[config.mk]
export PLATFORM = sky130hd
export DESIGN_NAME = dspt_timer
export DESIGN_NICKNAME = d
export VERILOG_FILES = /design/src/rtl/dspt_pkg.sv /design/src/rtl/dspt_prescaler.sv /design/src/rtl/dspt_timer.sv
export SDC_FILE = /design/constraint.sdc
export NUM_CORES = 1
export LEC_CHECK = 0
export ABC_AREA = 1
export BUFFER_PORTS_ARGS = -buffer_cell sky130_fd_sc_hd__buf_2
export CAP_MARGIN = 20
export CELL_PAD_IN_SITES_DETAIL_PLACEMENT = 1
export CELL_PAD_IN_SITES_GLOBAL_PLACEMENT = 1
export CORE_MARGIN = 3
export CORE_UTILIZATION = 47
export DETAILED_ROUTE_END_ITERATION = 16
export PLACE_DENSITY = 0.89
export SLEW_MARGIN = 5
export SYNTH_ARGS = -nofsm -noshare
export SYNTH_HDL_FRONTEND = slang
export SYNTH_SLANG_ARGS = --single-unit
[constraint.sdc]
create_clock -name mclk -period 7.6 [get_ports mclk]
set_clock_uncertainty 0.2 [all_clocks]
set_input_delay 0.76 -clock mclk [delete_from_list [all_inputs] [get_ports mclk]]
set_output_delay 0.76 -clock mclk [all_outputs]
set_load 0.01 [all_outputs]
[src/rtl/dspt_pkg.sv]
// Shared constants, register map and carrier types for the dual-slope PWM timer
package dspt_pkg;

    // Counter and bus widths
    localparam int CNT_W  = 16;
    localparam int AXI_AW = 8;
    localparam int AXI_DW = 32;

    // Register byte offsets on the AXI4-Lite slave
    localparam logic [AXI_AW-1:0] OFS_CTRL    = 8'h00;
    localparam logic [AXI_AW-1:0] OFS_COUNT   = 8'h04;
    localparam logic [AXI_AW-1:0] OFS_CMP_A   = 8'h08;
    localparam logic [AXI_AW-1:0] OFS_CMP_B   = 8'h0c;
    localparam logic [AXI_AW-1:0] OFS_CAPTURE = 8'h10;
    localparam logic [AXI_AW-1:0] OFS_FLAGS   = 8'h14;
    localparam logic [AXI_AW-1:0] OFS_STATUS  = 8'h18;

    // Counter end points
    localparam logic [CNT_W-1:0] BOTTOM    = 16'h0000;
    localparam logic [CNT_W-1:0] TOP_FIX8  = 16'h00ff;
    localparam logic [CNT_W-1:0] TOP_FIX9  = 16'h01ff;
    localparam logic [CNT_W-1:0] TOP_FIX10 = 16'h03ff;
    localparam logic [CNT_W-1:0] CNT_ONE   = 16'h0001;

    // Waveform mode select codes
    localparam logic [3:0] MODE_PC_FIX8  = 4'h1;
    localparam logic [3:0] MODE_PC_FIX9  = 4'h2;
    localparam logic [3:0] MODE_PC_FIX10 = 4'h3;
    localparam logic [3:0] MODE_PFC_CAP  = 4'h8;
    localparam logic [3:0] MODE_PFC_CMP  = 4'h9;
    localparam logic [3:0] MODE_PC_CAP   = 4'ha;
    localparam logic [3:0] MODE_PC_CMP   = 4'hb;

    // Output action select codes
    localparam logic [1:0] ACT_NONINV = 2'h2;
    localparam logic [1:0] ACT_INV    = 2'h3;

    // Clock select codes and prescaler tap widths
    localparam logic [2:0] CS_STOP    = 3'h0;
    localparam logic [2:0] CS_DIV1    = 3'h1;
    localparam logic [2:0] CS_DIV8    = 3'h2;
    localparam logic [2:0] CS_DIV64   = 3'h3;
    localparam logic [2:0] CS_DIV256  = 3'h4;
    localparam logic [2:0] CS_DIV1024 = 3'h5;
    localparam int PRE_BITS8    = 3;
    localparam int PRE_BITS64   = 6;
    localparam int PRE_BITS256  = 8;
    localparam int PRE_BITS1024 = 10;

    // Flag bit positions
    localparam int FLAG_OVF  = 0;
    localparam int FLAG_CMPA = 1;
    localparam int FLAG_CMPB = 2;
    localparam int FLAG_CAP  = 3;
    localparam int FLAG_N    = 4;

    // Bus responses
    localparam logic [1:0] RESP_OKAY   = 2'h0;
    localparam logic [1:0] RESP_SLVERR = 2'h2;

    // Control register layout, bit 0 upward: mode, clock select, actions, pin directions
    typedef struct packed {
        logic [18:0]      unused;
        logic [1:0]       pinDir;
        logic [1:0][1:0]  outAction;
        logic [2:0]       clockSel;
        logic [3:0]       waveMode;
    } dspt_ctrl_type;

    localparam dspt_ctrl_type CTRL_RESET = '0;

    typedef struct packed {
        logic              awvalid;
        logic [AXI_AW-1:0] awaddr;
        logic              wvalid;
        logic [AXI_DW-1:0] wdata;
        logic [3:0]        wstrb;
        logic              bready;
        logic              arvalid;
        logic [AXI_AW-1:0] araddr;
        logic              rready;
    } dspt_axi_req_type;

    typedef struct packed {
        logic              awready;
        logic              wready;
        logic              bvalid;
        logic [1:0]        bresp;
        logic              arready;
        logic              rvalid;
        logic [AXI_DW-1:0] rdata;
        logic [1:0]        rresp;
    } dspt_axi_rsp_type;

endpackage

[src/rtl/dspt_prescaler.sv]
// Prescaler that turns the I/O clock into a one-cycle timer tick enable
`timescale 1ns/10ps
module dspt_prescaler #(
    parameter int PRE_W = 10
) (
    input  wire logic       mclk,
    input  wire logic       reset,
    input  wire logic [2:0] clockSel,
    output logic            timerTick
);

    typedef struct packed {
        logic [PRE_W-1:0] count;
    } dspt_pre_state_type;

    dspt_pre_state_type s_q;
    dspt_pre_state_type s_d;

    // The widest ratio needs the full divider
    if (PRE_W < dspt_pkg::PRE_BITS1024)
    begin : g_chk
        $error("dspt_prescaler: PRE_W too small for the largest ratio");
    end

    // Free-running divider; a tick marks the wrap of the selected tap
    always_comb
    begin
        s_d = s_q;
        s_d.count = s_q.count + {{(PRE_W-1){1'b0}}, 1'b1};
        unique case (clockSel)
            dspt_pkg::CS_DIV1:    timerTick = 1'b1;
            dspt_pkg::CS_DIV8:    timerTick = &s_q.count[dspt_pkg::PRE_BITS8-1:0];
            dspt_pkg::CS_DIV64:   timerTick = &s_q.count[dspt_pkg::PRE_BITS64-1:0];
            dspt_pkg::CS_DIV256:  timerTick = &s_q.count[dspt_pkg::PRE_BITS256-1:0];
            dspt_pkg::CS_DIV1024: timerTick = &s_q.count[dspt_pkg::PRE_BITS1024-1:0];
            default:              timerTick = 1'b0;
        endcase
    end

    // Synchronous reset; no second clock, the tick is only an enable
    always_ff @(posedge mclk)
    begin
        if (reset)
        begin
            s_q <= '0;
        end
        else
        begin
            s_q <= s_d;
        end
    end

endmodule

[src/rtl/dspt_timer.sv]
// Dual-slope PWM timer with AXI4-Lite register access and two compare outputs
//
// Implementation choices: the AXI4-Lite interface to the registers and the register offsets.
`timescale 1ns/10ps
// Behaviour
// - Phase correct mode loads active compares from buffers at TOP.
// - Action two gives non-inverted PWM, three gives inverted PWM.
// - Waveform reaches the pin only when its direction bit selects output.
// - Non-inverting clears on up-count match, sets on down-count match; inverting opposite.
// - Timer tick is the clock divided by 1, 8, 64, 256 or 1024.
// - Compare at BOTTOM gives constant low, at TOP constant high; inverted opposite.
// - Mode 8 or 9 selects phase and frequency correct PWM.
// - Counter runs up from 0x0000 to TOP then back down to BOTTOM.
// - Mode 8 takes TOP from capture value, mode 9 from compare A.
// - Counter shows TOP for exactly one tick before decrementing.
// - A counter match with a channel compare sets that channel's flag.
// - Frequency correct mode loads compares and sets overflow at BOTTOM.
// - When compare A or capture defines TOP, its flag sets at TOP.
// - One synchronous clock; the tick only enables counting and updates.
// - Modes 1, 2, 3, 10, 11 select phase correct PWM with their TOP.
// - Phase correct mode sets overflow each time the counter reaches BOTTOM.
// - Compare writes go to buffers; active compares change only at update points.
module dspt_timer (
    input  wire logic                      mclk,
    input  wire logic                      reset,
    input  wire dspt_pkg::dspt_axi_req_type axiReq,
    output dspt_pkg::dspt_axi_rsp_type      axiRsp,
    output logic [1:0]                      pinOut,
    output logic [1:0]                      pinOe
);

    typedef struct packed {
        logic                            awHave;
        logic [dspt_pkg::AXI_AW-1:0]     awAddr;
        logic                            wHave;
        logic [dspt_pkg::AXI_DW-1:0]     wData;
        logic [3:0]                      wStrb;
        logic                            bValid;
        logic [1:0]                      bResp;
        logic                            rValid;
        logic [dspt_pkg::AXI_DW-1:0]     rData;
        logic [1:0]                      rResp;
        dspt_pkg::dspt_ctrl_type         ctrl;
        logic [dspt_pkg::CNT_W-1:0]      count;
        logic                            down;
        logic [1:0][dspt_pkg::CNT_W-1:0] bufCmp;
        logic [1:0][dspt_pkg::CNT_W-1:0] actCmp;
        logic [dspt_pkg::CNT_W-1:0]      capture;
        logic [dspt_pkg::FLAG_N-1:0]     flags;
        logic [1:0]                      wave;
    } dspt_state_type;

    dspt_state_type s_q;
    dspt_state_type s_d;

    logic                            timerTick;
    logic                            dualMode;
    logic                            freqMode;
    logic [dspt_pkg::CNT_W-1:0]      topValue;
    logic                            atTop;
    logic                            atBottom;
    logic [1:0]                      match;
    logic                            doWrite;
    logic                            countWrite;
    logic [dspt_pkg::AXI_DW-1:0]     wMerged;
    logic [dspt_pkg::AXI_DW-1:0]     readWord;
    logic                            readHit;
    logic                            writeHit;
    logic [dspt_pkg::FLAG_N-1:0]     flagSet;
    logic [dspt_pkg::FLAG_N-1:0]     flagClr;

    // Byte-lane merge of a write into the old register word
    function automatic logic [31:0] mergeBytes(input logic [31:0] oldWord,
                                               input logic [31:0] newWord,
                                               input logic [3:0]  strb);
        logic [31:0] res;
        res = oldWord;
        for (int b = 0; b < 4; b++)
        begin
            if (strb[b])
            begin
                res[8*b +: 8] = newWord[8*b +: 8];
            end
        end
        return res;
    endfunction

    // Tick enable; everything below stays on mclk
    dspt_prescaler #(
        .PRE_W     (dspt_pkg::PRE_BITS1024)
    ) dspt_prescaler_i (
        .mclk      (mclk),
        .reset     (reset),
        .clockSel  (s_q.ctrl.clockSel),
        .timerTick (timerTick)
    );

    // Mode decode and TOP selection
    always_comb
    begin
        dualMode = 1'b1;
        freqMode = 1'b0;
        topValue = dspt_pkg::TOP_FIX8;
        unique case (s_q.ctrl.waveMode)
            dspt_pkg::MODE_PC_FIX8:  topValue = dspt_pkg::TOP_FIX8;
            dspt_pkg::MODE_PC_FIX9:  topValue = dspt_pkg::TOP_FIX9;
            dspt_pkg::MODE_PC_FIX10: topValue = dspt_pkg::TOP_FIX10;
            dspt_pkg::MODE_PC_CAP:   topValue = s_q.capture;
            dspt_pkg::MODE_PC_CMP:   topValue = s_q.actCmp[0];
            dspt_pkg::MODE_PFC_CAP:
            begin
                freqMode = 1'b1;
                topValue = s_q.capture;
            end
            dspt_pkg::MODE_PFC_CMP:
            begin
                freqMode = 1'b1;
                topValue = s_q.actCmp[0];
            end
            default: dualMode = 1'b0;
        endcase
    end

    assign atTop    = (s_q.count == topValue);
    assign atBottom = (s_q.count == dspt_pkg::BOTTOM);

    // Per-channel match and pin drive; a compare above TOP never matches
    for (genvar i = 0; i < 2; i++)
    begin : g_ch
        assign match[i] = (s_q.count == s_q.actCmp[i]) && (s_q.actCmp[i] <= topValue);
        assign pinOe[i] = s_q.ctrl.pinDir[i] && s_q.ctrl.outAction[i][1];
        assign pinOut[i] = s_q.wave[i] && pinOe[i];
    end

    // Bus handshakes come straight from state
    assign axiRsp.awready = !s_q.awHave && !s_q.bValid;
    assign axiRsp.wready  = !s_q.wHave && !s_q.bValid;
    assign axiRsp.bvalid  = s_q.bValid;
    assign axiRsp.bresp   = s_q.bResp;
    // A read is refused while a write commits, since both share the decode
    assign axiRsp.arready = !s_q.rValid && !doWrite;
    assign axiRsp.rvalid  = s_q.rValid;
    assign axiRsp.rdata   = s_q.rData;
    assign axiRsp.rresp   = s_q.rResp;

    assign doWrite    = s_q.awHave && s_q.wHave && !s_q.bValid;
    assign wMerged    = mergeBytes(readWord, s_q.wData, s_q.wStrb);
    assign countWrite = doWrite && ({s_q.awAddr[7:2], 2'b00} == dspt_pkg::OFS_COUNT);

    // Read decode; also serves as the old word for byte-lane writes
    always_comb
    begin
        logic [dspt_pkg::AXI_AW-1:0] addr;
        addr = doWrite ? {s_q.awAddr[7:2], 2'b00} : {axiReq.araddr[7:2], 2'b00};
        readWord = '0;
        readHit  = 1'b1;
        unique case (addr)
            dspt_pkg::OFS_CTRL:    readWord = s_q.ctrl;
            dspt_pkg::OFS_COUNT:   readWord[15:0] = s_q.count;
            dspt_pkg::OFS_CMP_A:   readWord[15:0] = s_q.bufCmp[0];
            dspt_pkg::OFS_CMP_B:   readWord[15:0] = s_q.bufCmp[1];
            dspt_pkg::OFS_CAPTURE: readWord[15:0] = s_q.capture;
            dspt_pkg::OFS_FLAGS:   readWord[dspt_pkg::FLAG_N-1:0] = s_q.flags;
            dspt_pkg::OFS_STATUS:  readWord[2:0] = {s_q.wave, s_q.down};
            default:               readHit = 1'b0;
        endcase
        writeHit = readHit && (addr != dspt_pkg::OFS_STATUS);
    end

    // Next state: bus slave, counter, compare units and flags
    always_comb
    begin
        s_d     = s_q;
        flagSet = '0;
        flagClr = '0;

        // Address and data are taken in either order, response follows both
        if (axiReq.awvalid && !s_q.awHave && !s_q.bValid)
        begin
            s_d.awHave = 1'b1;
            s_d.awAddr = axiReq.awaddr;
        end
        if (axiReq.wvalid && !s_q.wHave && !s_q.bValid)
        begin
            s_d.wHave = 1'b1;
            s_d.wData = axiReq.wdata;
            s_d.wStrb = axiReq.wstrb;
        end
        if (s_q.bValid && axiReq.bready)
        begin
            s_d.bValid = 1'b0;
        end
        if (doWrite)
        begin
            s_d.awHave = 1'b0;
            s_d.wHave  = 1'b0;
            s_d.bValid = 1'b1;
            s_d.bResp  = writeHit ? dspt_pkg::RESP_OKAY : dspt_pkg::RESP_SLVERR;
        end

        // Reads wait while a write is being committed so the decode is shared
        if (s_q.rValid)
        begin
            if (axiReq.rready)
            begin
                s_d.rValid = 1'b0;
            end
        end
        else if (axiReq.arvalid && !doWrite)
        begin
            s_d.rValid = 1'b1;
            s_d.rData  = readWord;
            s_d.rResp  = readHit ? dspt_pkg::RESP_OKAY : dspt_pkg::RESP_SLVERR;
        end

        // Counting only on a tick and only in a dual-slope mode
        if (timerTick && dualMode)
        begin
            if (!s_q.down)
            begin
                if (atTop)
                begin
                    s_d.down  = 1'b1;
                    s_d.count = s_q.count - dspt_pkg::CNT_ONE;
                end
                else
                begin
                    s_d.count = s_q.count + dspt_pkg::CNT_ONE;
                end
            end
            else if (atBottom)
            begin
                s_d.down  = 1'b0;
                s_d.count = s_q.count + dspt_pkg::CNT_ONE;
            end
            else
            begin
                s_d.count = s_q.count - dspt_pkg::CNT_ONE;
            end

            // Update point: TOP for phase correct, BOTTOM for frequency correct
            if ((atTop && !freqMode) || (atBottom && freqMode))
            begin
                s_d.actCmp = s_q.bufCmp;
            end
            if (atBottom)
            begin
                flagSet[dspt_pkg::FLAG_OVF] = 1'b1;
            end
            if (atTop && (s_q.ctrl.waveMode == dspt_pkg::MODE_PFC_CAP
                          || s_q.ctrl.waveMode == dspt_pkg::MODE_PC_CAP))
            begin
                flagSet[dspt_pkg::FLAG_CAP] = 1'b1;
            end
            if (atTop && (s_q.ctrl.waveMode == dspt_pkg::MODE_PFC_CMP
                          || s_q.ctrl.waveMode == dspt_pkg::MODE_PC_CMP))
            begin
                flagSet[dspt_pkg::FLAG_CMPA] = 1'b1;
            end

            // Compare units; turning points force the extreme duty levels
            for (int i = 0; i < 2; i++)
            begin
                if (match[i])
                begin
                    flagSet[dspt_pkg::FLAG_CMPA + i] = 1'b1;
                    if (s_q.ctrl.outAction[i][1])
                    begin
                        // Up match and BOTTOM drive action bit 0, down match and TOP its inverse
                        if (atTop || (s_q.down && !atBottom))
                        begin
                            s_d.wave[i] = !s_q.ctrl.outAction[i][0];
                        end
                        else
                        begin
                            s_d.wave[i] = s_q.ctrl.outAction[i][0];
                        end
                    end
                end
            end
        end

        // Register writes; a counter write overrides the tick step
        if (doWrite && writeHit)
        begin
            unique case ({s_q.awAddr[7:2], 2'b00})
                dspt_pkg::OFS_CTRL:    s_d.ctrl = wMerged;
                dspt_pkg::OFS_COUNT:   s_d.count = wMerged[15:0];
                dspt_pkg::OFS_CMP_A:   s_d.bufCmp[0] = wMerged[15:0];
                dspt_pkg::OFS_CMP_B:   s_d.bufCmp[1] = wMerged[15:0];
                dspt_pkg::OFS_CAPTURE: s_d.capture = wMerged[15:0];
                dspt_pkg::OFS_FLAGS:
                begin
                    flagClr = s_q.wData[dspt_pkg::FLAG_N-1:0] & {dspt_pkg::FLAG_N{s_q.wStrb[0]}};
                end
                default:               s_d.ctrl = s_q.ctrl;
            endcase
        end

        // Write-one-to-clear; a flag set in the same cycle survives
        s_d.flags = (s_q.flags & ~flagClr) | flagSet;
    end

    // Single register stage for the whole state
    always_ff @(posedge mclk)
    begin
        if (reset)
        begin
            s_q      <= '0;
            s_q.ctrl <= dspt_pkg::CTRL_RESET;
        end
        else
        begin
            s_q <= s_d;
        end
    end

    // Checks on the counter sequence, updates, flags and waveform
    a_bottom_turn: assert property (@(posedge mclk) disable iff (reset)
        timerTick && dualMode && s_q.down && atBottom && !countWrite
        |=> !s_q.down && s_q.count == dspt_pkg::CNT_ONE)
        else $error("counter did not turn upward at bottom");

    a_top_hold: assert property (@(posedge mclk) disable iff (reset)
        timerTick && dualMode && !s_q.down && atTop && !countWrite
        |=> s_q.down && s_q.count == $past(s_q.count) - dspt_pkg::CNT_ONE)
        else $error("counter did not turn downward after top");

    a_overflow_set: assert property (@(posedge mclk) disable iff (reset)
        timerTick && dualMode && atBottom |=> s_q.flags[dspt_pkg::FLAG_OVF])
        else $error("overflow flag missing at bottom");

    a_match_flag: assert property (@(posedge mclk) disable iff (reset)
        timerTick && dualMode && match[1] ##1 !$past(flagClr[dspt_pkg::FLAG_CMPB])
        |-> s_q.flags[dspt_pkg::FLAG_CMPB])
        else $error("compare flag missing after match");

    a_top_update: assert property (@(posedge mclk) disable iff (reset)
        timerTick && dualMode && !freqMode && atTop
        |=> s_q.actCmp[0] == $past(s_q.bufCmp[0]))
        else $error("compare not loaded at top in phase correct mode");

    a_bottom_update: assert property (@(posedge mclk) disable iff (reset)
        timerTick && freqMode && atBottom
        |=> s_q.actCmp[1] == $past(s_q.bufCmp[1]) && s_q.flags[dspt_pkg::FLAG_OVF])
        else $error("compare or overflow not updated at bottom");

    a_active_hold: assert property (@(posedge mclk) disable iff (reset)
        !timerTick |=> $stable(s_q.actCmp))
        else $error("active compare changed without a tick");

    a_low_stays: assert property (@(posedge mclk) disable iff (reset)
        dualMode && s_q.ctrl.outAction[1] == dspt_pkg::ACT_NONINV
        && s_q.actCmp[1] == dspt_pkg::BOTTOM && !s_q.wave[1]
        && $stable(s_q.ctrl) |=> !s_q.wave[1])
        else $error("output left low level with compare at bottom");

    a_up_clear: assert property (@(posedge mclk) disable iff (reset)
        timerTick && dualMode && match[1] && !s_q.down && !atTop && !atBottom
        && s_q.ctrl.outAction[1] == dspt_pkg::ACT_NONINV |=> !s_q.wave[1])
        else $error("non-inverted output not cleared on up match");

    a_inv_set: assert property (@(posedge mclk) disable iff (reset)
        timerTick && dualMode && match[0] && !s_q.down && !atTop && !atBottom
        && s_q.ctrl.outAction[0] == dspt_pkg::ACT_INV |=> s_q.wave[0])
        else $error("inverted output not set on up match");

    a_div8_gap: assert property (@(posedge mclk) disable iff (reset)
        timerTick && s_q.ctrl.clockSel == dspt_pkg::CS_DIV8
        |=> (!timerTick || s_q.ctrl.clockSel != dspt_pkg::CS_DIV8)[*7])
        else $error("divide-by-8 tick came too early");

endmodule

Word-level counts from Yosys, hierarchy flattened --
Cells that the tools add are included.
Storage, ports and cells: bits in registers 229, bits in latches 0, bits in writable memories 0, bits in read-only memories 0, input port bits 59, output and inout port bits 45, memories 0
Operators by class: add/sub/neg operators 3, multiply operators 0, div/mod/pow operators 0, order comparisons 2, equality and inequality tests 27, shifts and indexed selects 0, muxes and demuxes 39, bitwise operators 5, reductions and logical operators 60
Operators with widths (number):
- $mux W16 | 5
- $pmux W16 S4 | 1
- $pmux W12 S5 | 1
- $eq A16 B16 Y1 | 3
- $mux W8 | 5
- $mux W35 | 1
- $mux W17 | 2
- $le A16 B16 Y1 | 2
- $logic_and A1 B1 Y1 | 25
- $eq A8 B5 Y1 const B | 3
- $pmux W3 S7 | 1
- $add A16 B1 Y16 const B | 1
- $eq A4 B4 Y1 const B | 4
- $eq A8 B4 Y1 const B | 2
- $logic_not A16 Y1 | 1
- $sub A16 B1 Y16 const B | 1
- $mux W1 | 15
- $reduce_or A7 Y1 | 2
- $eq A6 B2 Y1 const B | 2
- $eq A6 B3 Y1 const B | 2
- $mux W4 | 3
- $reduce_and A2 Y1 | 6
- $add A10 B1 Y10 const B | 1
- $reduce_and A10 Y1 | 1
- 25 further kinds | 46

Logic depth before layout (Yosys ltp) --
Gate-level depths: netlist of the first run.
depth in word-level cells 12, depth in mapped cells 21, gate-level depth less buffers 20

Hierarchy --
A second synthesis of the first run with hierarchy kept.
Second synthesis, totals: cell total of the unflattened synthesis 1880, area, all modules 12662.1 um2
By module, submodules not included:
- dspt_timer | instances 1, cells each 1804, area an instance 12135.4 um2, sequential area each 4304.1 um2
- dspt_prescaler | instances 1, cells each 76, area an instance 526.8 um2, sequential area each 200.2 um2

Worst setup path after synthesis of the first run --
OpenSTA, ideal clock, no wires.
path type input to register, from input port axiReq[6] (netlist name), to register s_q[97] (netlist name), setup time 0.064 ns, arrival 2.221 ns, setup slack 5.115 ns, stages 13, cells stage by stage nor3_1 nand2_1 o21ai_1 nand2_1 nor2_1 buf_2 nand2_1 o211ai_1 o21ai_0 and2_1 nand2_1 nand2_1 nor2_1
Between the ends: word-level cells in the longest chain between the ends 7, elaborated cells on any way between the ends 17, those cells by class 7 x eq/ne; 6 x mux; 4 x reduce/logical
RTL lines:
- start: declaration | line dspt_timer.sv:26 | input wire dspt_pkg::dspt_axi_req_type axiReq,
- $mux W8 * | line dspt_timer.sv:154 | addr = doWrite ? {s_q.awAddr[7:2], 2'b00} : {axiReq.araddr[7:2], 2'b00};
- $eq A8 B5 Y1 (tied with other cells) | line dspt_timer.sv:157 | unique case (addr)
- $reduce_or A7 Y1 (no line)
- $mux W1 | line dspt_timer.sv:157
- $logic_and A1 B1 Y1 | line dspt_timer.sv:167 | writeHit = readHit && (addr != dspt_pkg::OFS_STATUS);
- $logic_and A1 B1 Y1 | line dspt_timer.sv:284 | if (doWrite && writeHit)
- $mux W16 * | line dspt_timer.sv:284
- end: declaration | line dspt_timer.sv:53 | dspt_state_type s_q;
Mark *: on every way between the ends. The rest lies on a longest branch, timed or not. A chain may end at the register's enable or synchronous reset.

Final worst setup path of the first run --
from register s_q[103] (netlist name), to register s_q[1] (netlist name)
Between the ends: word-level cells in the longest chain between the ends 6, elaborated cells on any way between the ends 19, those cells by class 1 x order compare; 8 x eq/ne; 3 x mux; 7 x reduce/logical
RTL lines:
- $eq A4 B4 Y1 | line dspt_timer.sv:104 | unique case (s_q.ctrl.waveMode)
- $reduce_or A2 Y1 (no line)
- $pmux W16 S4 | line dspt_timer.sv:104
- $le A16 B16 Y1 / $eq A16 B16 Y1 (equally long branches) | line dspt_timer.sv:130, dspt_timer.sv:124
- $logic_and A1 B1 Y1 / $logic_or A1 B1 Y1 (equally long branches) | line dspt_timer.sv:130, dspt_timer.sv:270
- $reduce_and A3 Y1 (no line) / $mux W1 (equally long branches)
Parallel ways exist; a longest one is shown, timed or not.

==> results.py, run 1 <==
metrics = {
    "detailed_routing": {
        "wl_per_cell_um": 20.96,
        "first_pass_iters": 5,
        "postRouteAntennaNets": 0,
        "drc": 0,
        "avgViaCountPerCell": 5.907,
        "totalWireLength_um": 45080,
        "vias": 12710,
        "first_iter_violations": 985,
    },
    "global_route": {
        "grt_pass1_wl_um": 69810,
        "antenna_found_initial": 0,
        "grt_pass1_vias": 12910,
        "grt_use_total": 0.3031,
        "grt_max_degree": 109,
        "grt-ovfl-total": 0,
    },
    "critical_path": {
        "criticalPathCategory": "flip-flop to flip-flop",
        "cp-start-kind": "flip-flop",
        "critPathMaxFanout": 15,
        "cp.required_ps": 7880,
        "cp_cell_sequence": "inv_2 > nor2_2 > nand2_1 > nand2_1 > inv_1 > ha_1 > a21oi_1 > o21a_1 > o221ai_1 > o21ai_0 > nand3_1 > a21oi_1 > o21ai_0 > inv_1",
        "critPathMaxStageDelay_ps": 920,
        "end_kind": "flip-flop",
        "slowest_stage": "dfxtp_1",
        "worstPathArrival_ps": 4440,
    },
    "clock_network": {
        "cts_root_buffer": "clkbuf_16",
        "clock_latency_ps": 540,
        "post_cts_buffers": 0,
        "clkSinkCount": 225,
        "path_clk_slew_ps": 60,
        "hold_buffers": 0,
        "cts.path.max_buffers": 3,
        "cts_inserted_buffers": 25,
        "ctsResizeCount": 0,
        "cts_tree": "built",
        "cts_htree_levels": 1,
    },
    "sta": {
        "setup_viol": 0,
        "whs_ps": 268.2,
        "fin_setup_tns_ps": 0,
        "finalCriticalPeriod_ps": 4160,
        "hold_viol_final": 0,
        "fmax_mhz": 240.4,
        "fin_crit_sh": 0.5474,
        "final_max_slew_viol_count": 0,
        "maxSlewHeadroom": 0.3204,
        "setup_ws_ps": 3440,
        "tightest_slew_ps": 1019,
        "rsz0062_at_grt": "false",
    },
    "logic_synthesis": {
        "ys_seq_area_frac": 0.3630,
        "synth_edf_count": 0,
        "syn_area_mm2": 0.01241,
        "synth_ff_type": "dfxtp_1",
        "syn_area_per_cell_um2": 6.879,
        "synthArstFlopShare": 0,
        "yosysWarnings": 0,
        "ys_ff_latch": 225,
        "yosysUniqueCellTypes": 48,
        "syn_inst": 1804,
    },
    "layout": {
        "final_layout_size_suffix_gt1_frac": 0.1148,
        "nets": 1899,
        "antennaDiodeCount": 0,
        "multi_input_area_mm2": 0.006450,
        "syn2layout_area_growth_pct": 9.246,
        "layout.cells.non_filler": 2151,
        "register_area_mm2": 0.004504,
        "fillers": 3352,
    },
    "placed_design": {
        "io_buffer_count": 97,
        "placedCellCount": 2106,
        "place_ws_ps": 3620,
        "place_congestion": 0.9443,
        "dp_hpwl_um": 30610,
    },
    "floorplanning": {
        "fp.coreArea_mm2": 0.02554,
        "start_util": 0.4858,
        "io_pins": 104,
        "die_w_um": 168.5,
        "fp-row-count": 58,
        "dieArea_mm2": 0.02839,
        "dieHeight_um": 168.5,
    },
    "worst_hold_path": {
        "hp-class": "flip-flop to flip-flop",
    },
    "power_and_ir_drop": {
        "irDropWorstVdd_v": 0.0002070,
        "finalPower_mw": 2.783,
        "p_per_area_mw_per_mm2": 205.3,
        "leakage_nw": 6.176,
    },
    "job": {
        "maxCapViolations": 0,
    },
    "outcome": {
        "outcome": "completed",
    },
}
final cells by class:
type | count | share of cell area
Inverter | 195 | 0.05418
Timing Repair Buffer | 109 | 0.04541
Clock inverter | 12 | 0.01089
Clock buffer | 32 | 0.05104
Tap cell | 330 | 0.03046
Sequential cell | 225 | 0.3323
Multi-Input combinational cell | 1248 | 0.4758
synthesized netlist by cell type, types with 7 or more instances:
| master | number | area [um^2] |
|---|---|---|
| nand2_1 | 309 | 1160 |
| dfxtp_1 | 225 | 4504 |
| nor2_1 | 204 | 765.7 |
| o21ai_0 | 185 | 925.9 |
| inv_1 | 181 | 679.4 |
| a21oi_1 | 166 | 830.8 |
| nand3_1 | 90 | 450.4 |
| clkbuf_1 | 52 | 195.2 |
| o21ai_1 | 41 | 205.2 |
| buf_4 | 40 | 300.3 |
| buf_2 | 37 | 185.2 |
| ha_1 | 36 | 450.4 |
| xor2_1 | 31 | 271.5 |
| nand4_1 | 21 | 131.4 |
| nor3_1 | 20 | 100.1 |
| a211oi_1 | 19 | 142.6 |
| o211ai_1 | 18 | 135.1 |
| xnor2_1 | 15 | 131.4 |
| inv_2 | 11 | 41.29 |
| nand2_2 | 8 | 50.05 |
| nor2_2 | 8 | 50.05 |
| o21bai_1 | 8 | 60.06 |
| nor4_1 | 7 | 43.79 |
registers in the layout (all words and copies together) (netlist names):
register              count
s_q                     179
axiRsp                   36
dspt_prescaler_i.s_q     10
per-stage QoR:
| stage | util | area (um^2) |
|---|---|---|
| 3_3_place_gp | 0.4957 | 12660 |
| 6_report | 0.5307 | 13560 |
| 4_1_cts | 0.5296 | 13530 |
| 3_5_place_dp | 0.4968 | 12690 |
| 5_1_grt | 0.5307 | 13560 |
| 2_1_floorplan | - | 12410 |
routing by layer:
layer | track usage | wire, um | part of all wire | up-vias
met5 | 0 | 0 | 0 | -
met4 | 0.09178 | 1337 | 0.030 | 0
met3 | 0.05231 | 3464 | 0.077 | 110
met2 | 0.5160 | 21460 | 0.48 | 514
met1 | 0.3948 | 18810 | 0.42 | 6181
li1 | - | - | - | 5901
cell usage in the layout, fill, tap and decap left out, types with 5 or more instances in the layout:
cell       Yosys  layout
o21ai_0      185     185
inv_2         11      11
xnor2_1       15      15
nand2_1      309     309
o21bai_1       8       8
dfxtp_1      225     225
o21ai_1       41      41
nor4_1         7       7
o22ai_1        6       6
a21oi_1      166     166
inv_1        181     181
nor3_1        20      20
o211ai_1      18      18
nand3_1       90      90
a211oi_1      19      19
xor2_1        31      31
clkinv_2       0       6
and2_1         5       5
buf_4         40      10
o21a_1         6       6
nand2_2        8       8
nor2_2         8       9
ha_1          36      36
buf_2         37      97
a21oi_2        6       6
nor2_1       204     203
nand4_1       21      21
nand3b_1       6       6
clkbuf_16      0      25
worst max-delay path: cells and delay by family, from the launching register on:
family	cells	cell delay (ps)
AO/OA/AOI/OAI	6	1350
AND/OR/NAND/NOR	4	940
flip-flops	1	920
buffers and inverters	3	420
adder cells (fa/ha/maj)	1	290
cells by family (layout without fill, tap and decap cells):
kind of cell / Yosys count / count (layout) / share of synthesized area
AND/OR/NAND/NOR: 695 / 695 / 0.2425
AO/OA/AOI/OAI: 469 / 469 / 0.2077
buffers and inverters: 332 / 348 / 0.1178
flip-flops: 225 / 225 / 0.3630
XOR/XNOR: 46 / 46 / 0.03247
adder cells (fa/ha/maj): 36 / 36 / 0.03630
other: 1 / 2 / 0.0003022
worst paths after layout:
kind                                            from                            endpoint  slack, ps  depth (start not counted)
setup reg to reg               s_q[103]$_SDFFE_PP0P_                 s_q[1]$_SDFFE_PP0P_       3440                         14
hold / removal    dspt_prescaler_i.s_q[0]$_SDFF_PP0_  dspt_prescaler_i.s_q[0]$_SDFF_PP0_        270                          1
hold reg to reg   dspt_prescaler_i.s_q[0]$_SDFF_PP0_  dspt_prescaler_i.s_q[0]$_SDFF_PP0_        270                          1
setup / recovery               s_q[103]$_SDFFE_PP0P_                 s_q[1]$_SDFFE_PP0P_       3440                         14
power by group:
group / leakage [nW] / switching (mW) / internal [mW]
Combinational: 3.93 / 0.173 / 0.0802
Sequential: 1.83 / 0.0376 / 1.22
Clock: 0.417 / 0.526 / 0.745
Total: 6.18 / 0.736 / 2.05
(Power assumes the default switching activity.)
==> run 2: changes to the inputs <==
Settings changed: CORE_UTILIZATION 47 to 44, PLACE_DENSITY 0.89 to 0.84.
Clock period 7.6 ns to 4.25 ns, I/O delays scaled along.
==> run 2 against run 1 <==
Setup slack got worse by 2700 ps. Sequential power increased by 79%. Combinational power increased by 88%. Maximum frequency increased by 19%. Power increased by 79%. Register-to-register slack got worse by 2700 ps. Utilization decreased by 1.8 points. Global-route usage decreased by 2.6 points. Critical path type unchanged. Critical endpoint unchanged. Highest routed layer is now met5.
==> results.py, run 2 (same netlist as run 1, synthesis figures left out) <==
metrics = {
    "outcome": {
        "outcome": "completed",
    },
    "layout": {
        "nets": 1939,
        "top_register": "s_q",
        "antennaDiodeCount": 0,
        "syn2layout_area_growth_pct": 12.84,
        "final_common_cell": "nand2_1",
        "fillers": 3562,
        "mostFrequentLayoutCells": "nand2_1 (309), dfxtp_1 (225), nor2_1 (203), o21ai_0 (185), inv_1 (180)",
        "largest_register_ffs": 179,
        "final_layout_size_suffix_gt1_frac": 0.1165,
    },
    "clock_network": {
        "cts_tree": "built",
        "cts.path.max_buffers": 3,
        "clock_latency_ps": 520,
        "hold_buffers": 32,
        "cts_inserted_buffers": 25,
        "cts_root_buffer": "clkbuf_16",
        "ctsResizeCount": 0,
        "cts_htree_levels": 1,
        "clkSinkCount": 225,
        "path_clk_slew_ps": 60,
        "post_cts_buffers": 0,
    },
    "critical_path": {
        "worstPathArrival_ps": 3720,
        "crit_start": "s_q[106]$_SDFFE_PP0P_",
        "criticalPathCategory": "flip-flop to flip-flop",
        "r2r_cells": 15,
        "cp-start-kind": "flip-flop",
        "cp.required_ps": 4460,
        "end_kind": "flip-flop",
        "critPathMaxFanout": 8,
        "rr_startpoint": "s_q[106]$_SDFFE_PP0P_",
    },
    "detailed_routing": {
        "first_iter_violations": 910,
        "totalWireLength_um": 43290,
        "avgViaCountPerCell": 5.630,
        "postRouteAntennaNets": 0,
        "drc": 0,
        "wl_per_cell_um": 19.38,
        "vias": 12580,
        "first_pass_iters": 5,
    },
    "global_route": {
        "grt-ovfl-total": 0,
        "grt_pass1_wl_um": 69090,
        "antenna_found_initial": 1,
        "grt_pass1_vias": 12950,
        "grt_max_degree": 96,
        "grt_use_total": 0.2771,
    },
    "floorplanning": {
        "fp-row-count": 60,
        "fp.coreArea_mm2": 0.02733,
        "start_util": 0.4541,
        "dieHeight_um": 173.9,
        "die_w_um": 173.9,
        "dieArea_mm2": 0.03026,
        "io_pins": 104,
    },
    "sta": {
        "hold_viol_final": 0,
        "maxSlewHeadroom": 0.3671,
        "fin_crit_sh": 0.8254,
        "fmax_mhz": 285.1,
        "finalCriticalPeriod_ps": 3508,
        "rsz0062_at_grt": "false",
        "whs_ps": 8.906,
        "fin_setup_tns_ps": 0,
        "tightest_slew_ps": 948.3,
        "final_max_slew_viol_count": 0,
        "setup_viol": 0,
    },
    "worst_hold_path": {
        "hp-class": "primary input to flip-flop",
        "min_from": "axiReq[37]",
        "holdPathStages": 3,
    },
    "placed_design": {
        "dp_hpwl_um": 30560,
        "place_congestion": 0.9353,
        "io_buffer_count": 97,
    },
    "power_and_ir_drop": {
        "leakage_nw": 6.352,
        "irDropWorstVdd_v": 0.0003370,
        "p_per_area_mw_per_mm2": 356.1,
    },
    "job": {
        "maxCapViolations": 0,
    },
}
-- run 2: path summary, 6_finish.rpt --
path                                        end  slack [ps]
max                         s_q[1]$_SDFFE_PP0P_         740
min                       s_q[199]$_SDFFE_PP0P_           9
max reg2reg                 s_q[1]$_SDFFE_PP0P_         740
min reg2reg  dspt_prescaler_i.s_q[0]$_SDFF_PP0_         250
-- run 2: metrics by stage --
step                      total power [mW]  cells  worst slack, ps  utilization  instance area [um^2]
after floorplan                      2.592   1805             1785            -                 12410
after global placement               2.701   2156            918.6       0.4682                 12790
after detailed placement             2.720   2156            789.7       0.4682                 12790
final                                4.987   2234            742.1       0.5124                 14000
after CTS                            4.995   2233            765.2       0.5114                 13970
after global routing                 5.173   2234            518.0       0.5124                 14000
-- run 2: power breakdown --
| group | leakage [nW] | internal, mW | switching (mW) |
|---|---|---|---|
| clock network | 0.425 | 1.38 | 0.882 |
| registers | 1.83 | 2.19 | 0.0640 |
| logic | 4.10 | 0.164 | 0.311 |
-- run 2: area by class of cell --
type                    instances  area [um^2]  area share
repair buffers                149        988.4     0.07059
clock buffers                  36        737.0     0.05263
clock inverters                 9        122.6    0.008757
flip-flops and latches        225         4504      0.3217
multi-input cells            1248         6450      0.4606
inverters                     195        734.5     0.05245
well taps                     372        465.4     0.03324
-- run 2: per-layer routing --
| layer | routed length [um] | vias to the layer above | global-route usage |
|---|---|---|---|
| met3 | 2603 | 99 | 0.03954 |
| met4 | 1276 | 2 | 0.08412 |
| met1 | 18620 | 6103 | 0.3566 |
| li1 | - | 5975 | - |
| met2 | 20780 | 399 | 0.4811 |
| met5 | 13 | - | 0 |
-- run 2: critical path: stages (launching register included) --
cell	delay, ps
dfxtp_1	580
nand2_4	120
nor2_2	300
buf_4	240
nand2_1	90
nand2_1	130
ha_1	270
a21oi_1	160
o21ai_0	140
nand2_1	80
o211ai_1	70
and2_1	140
o21ai_0	460
nand3_1	170
o21ai_0	200
inv_1	50
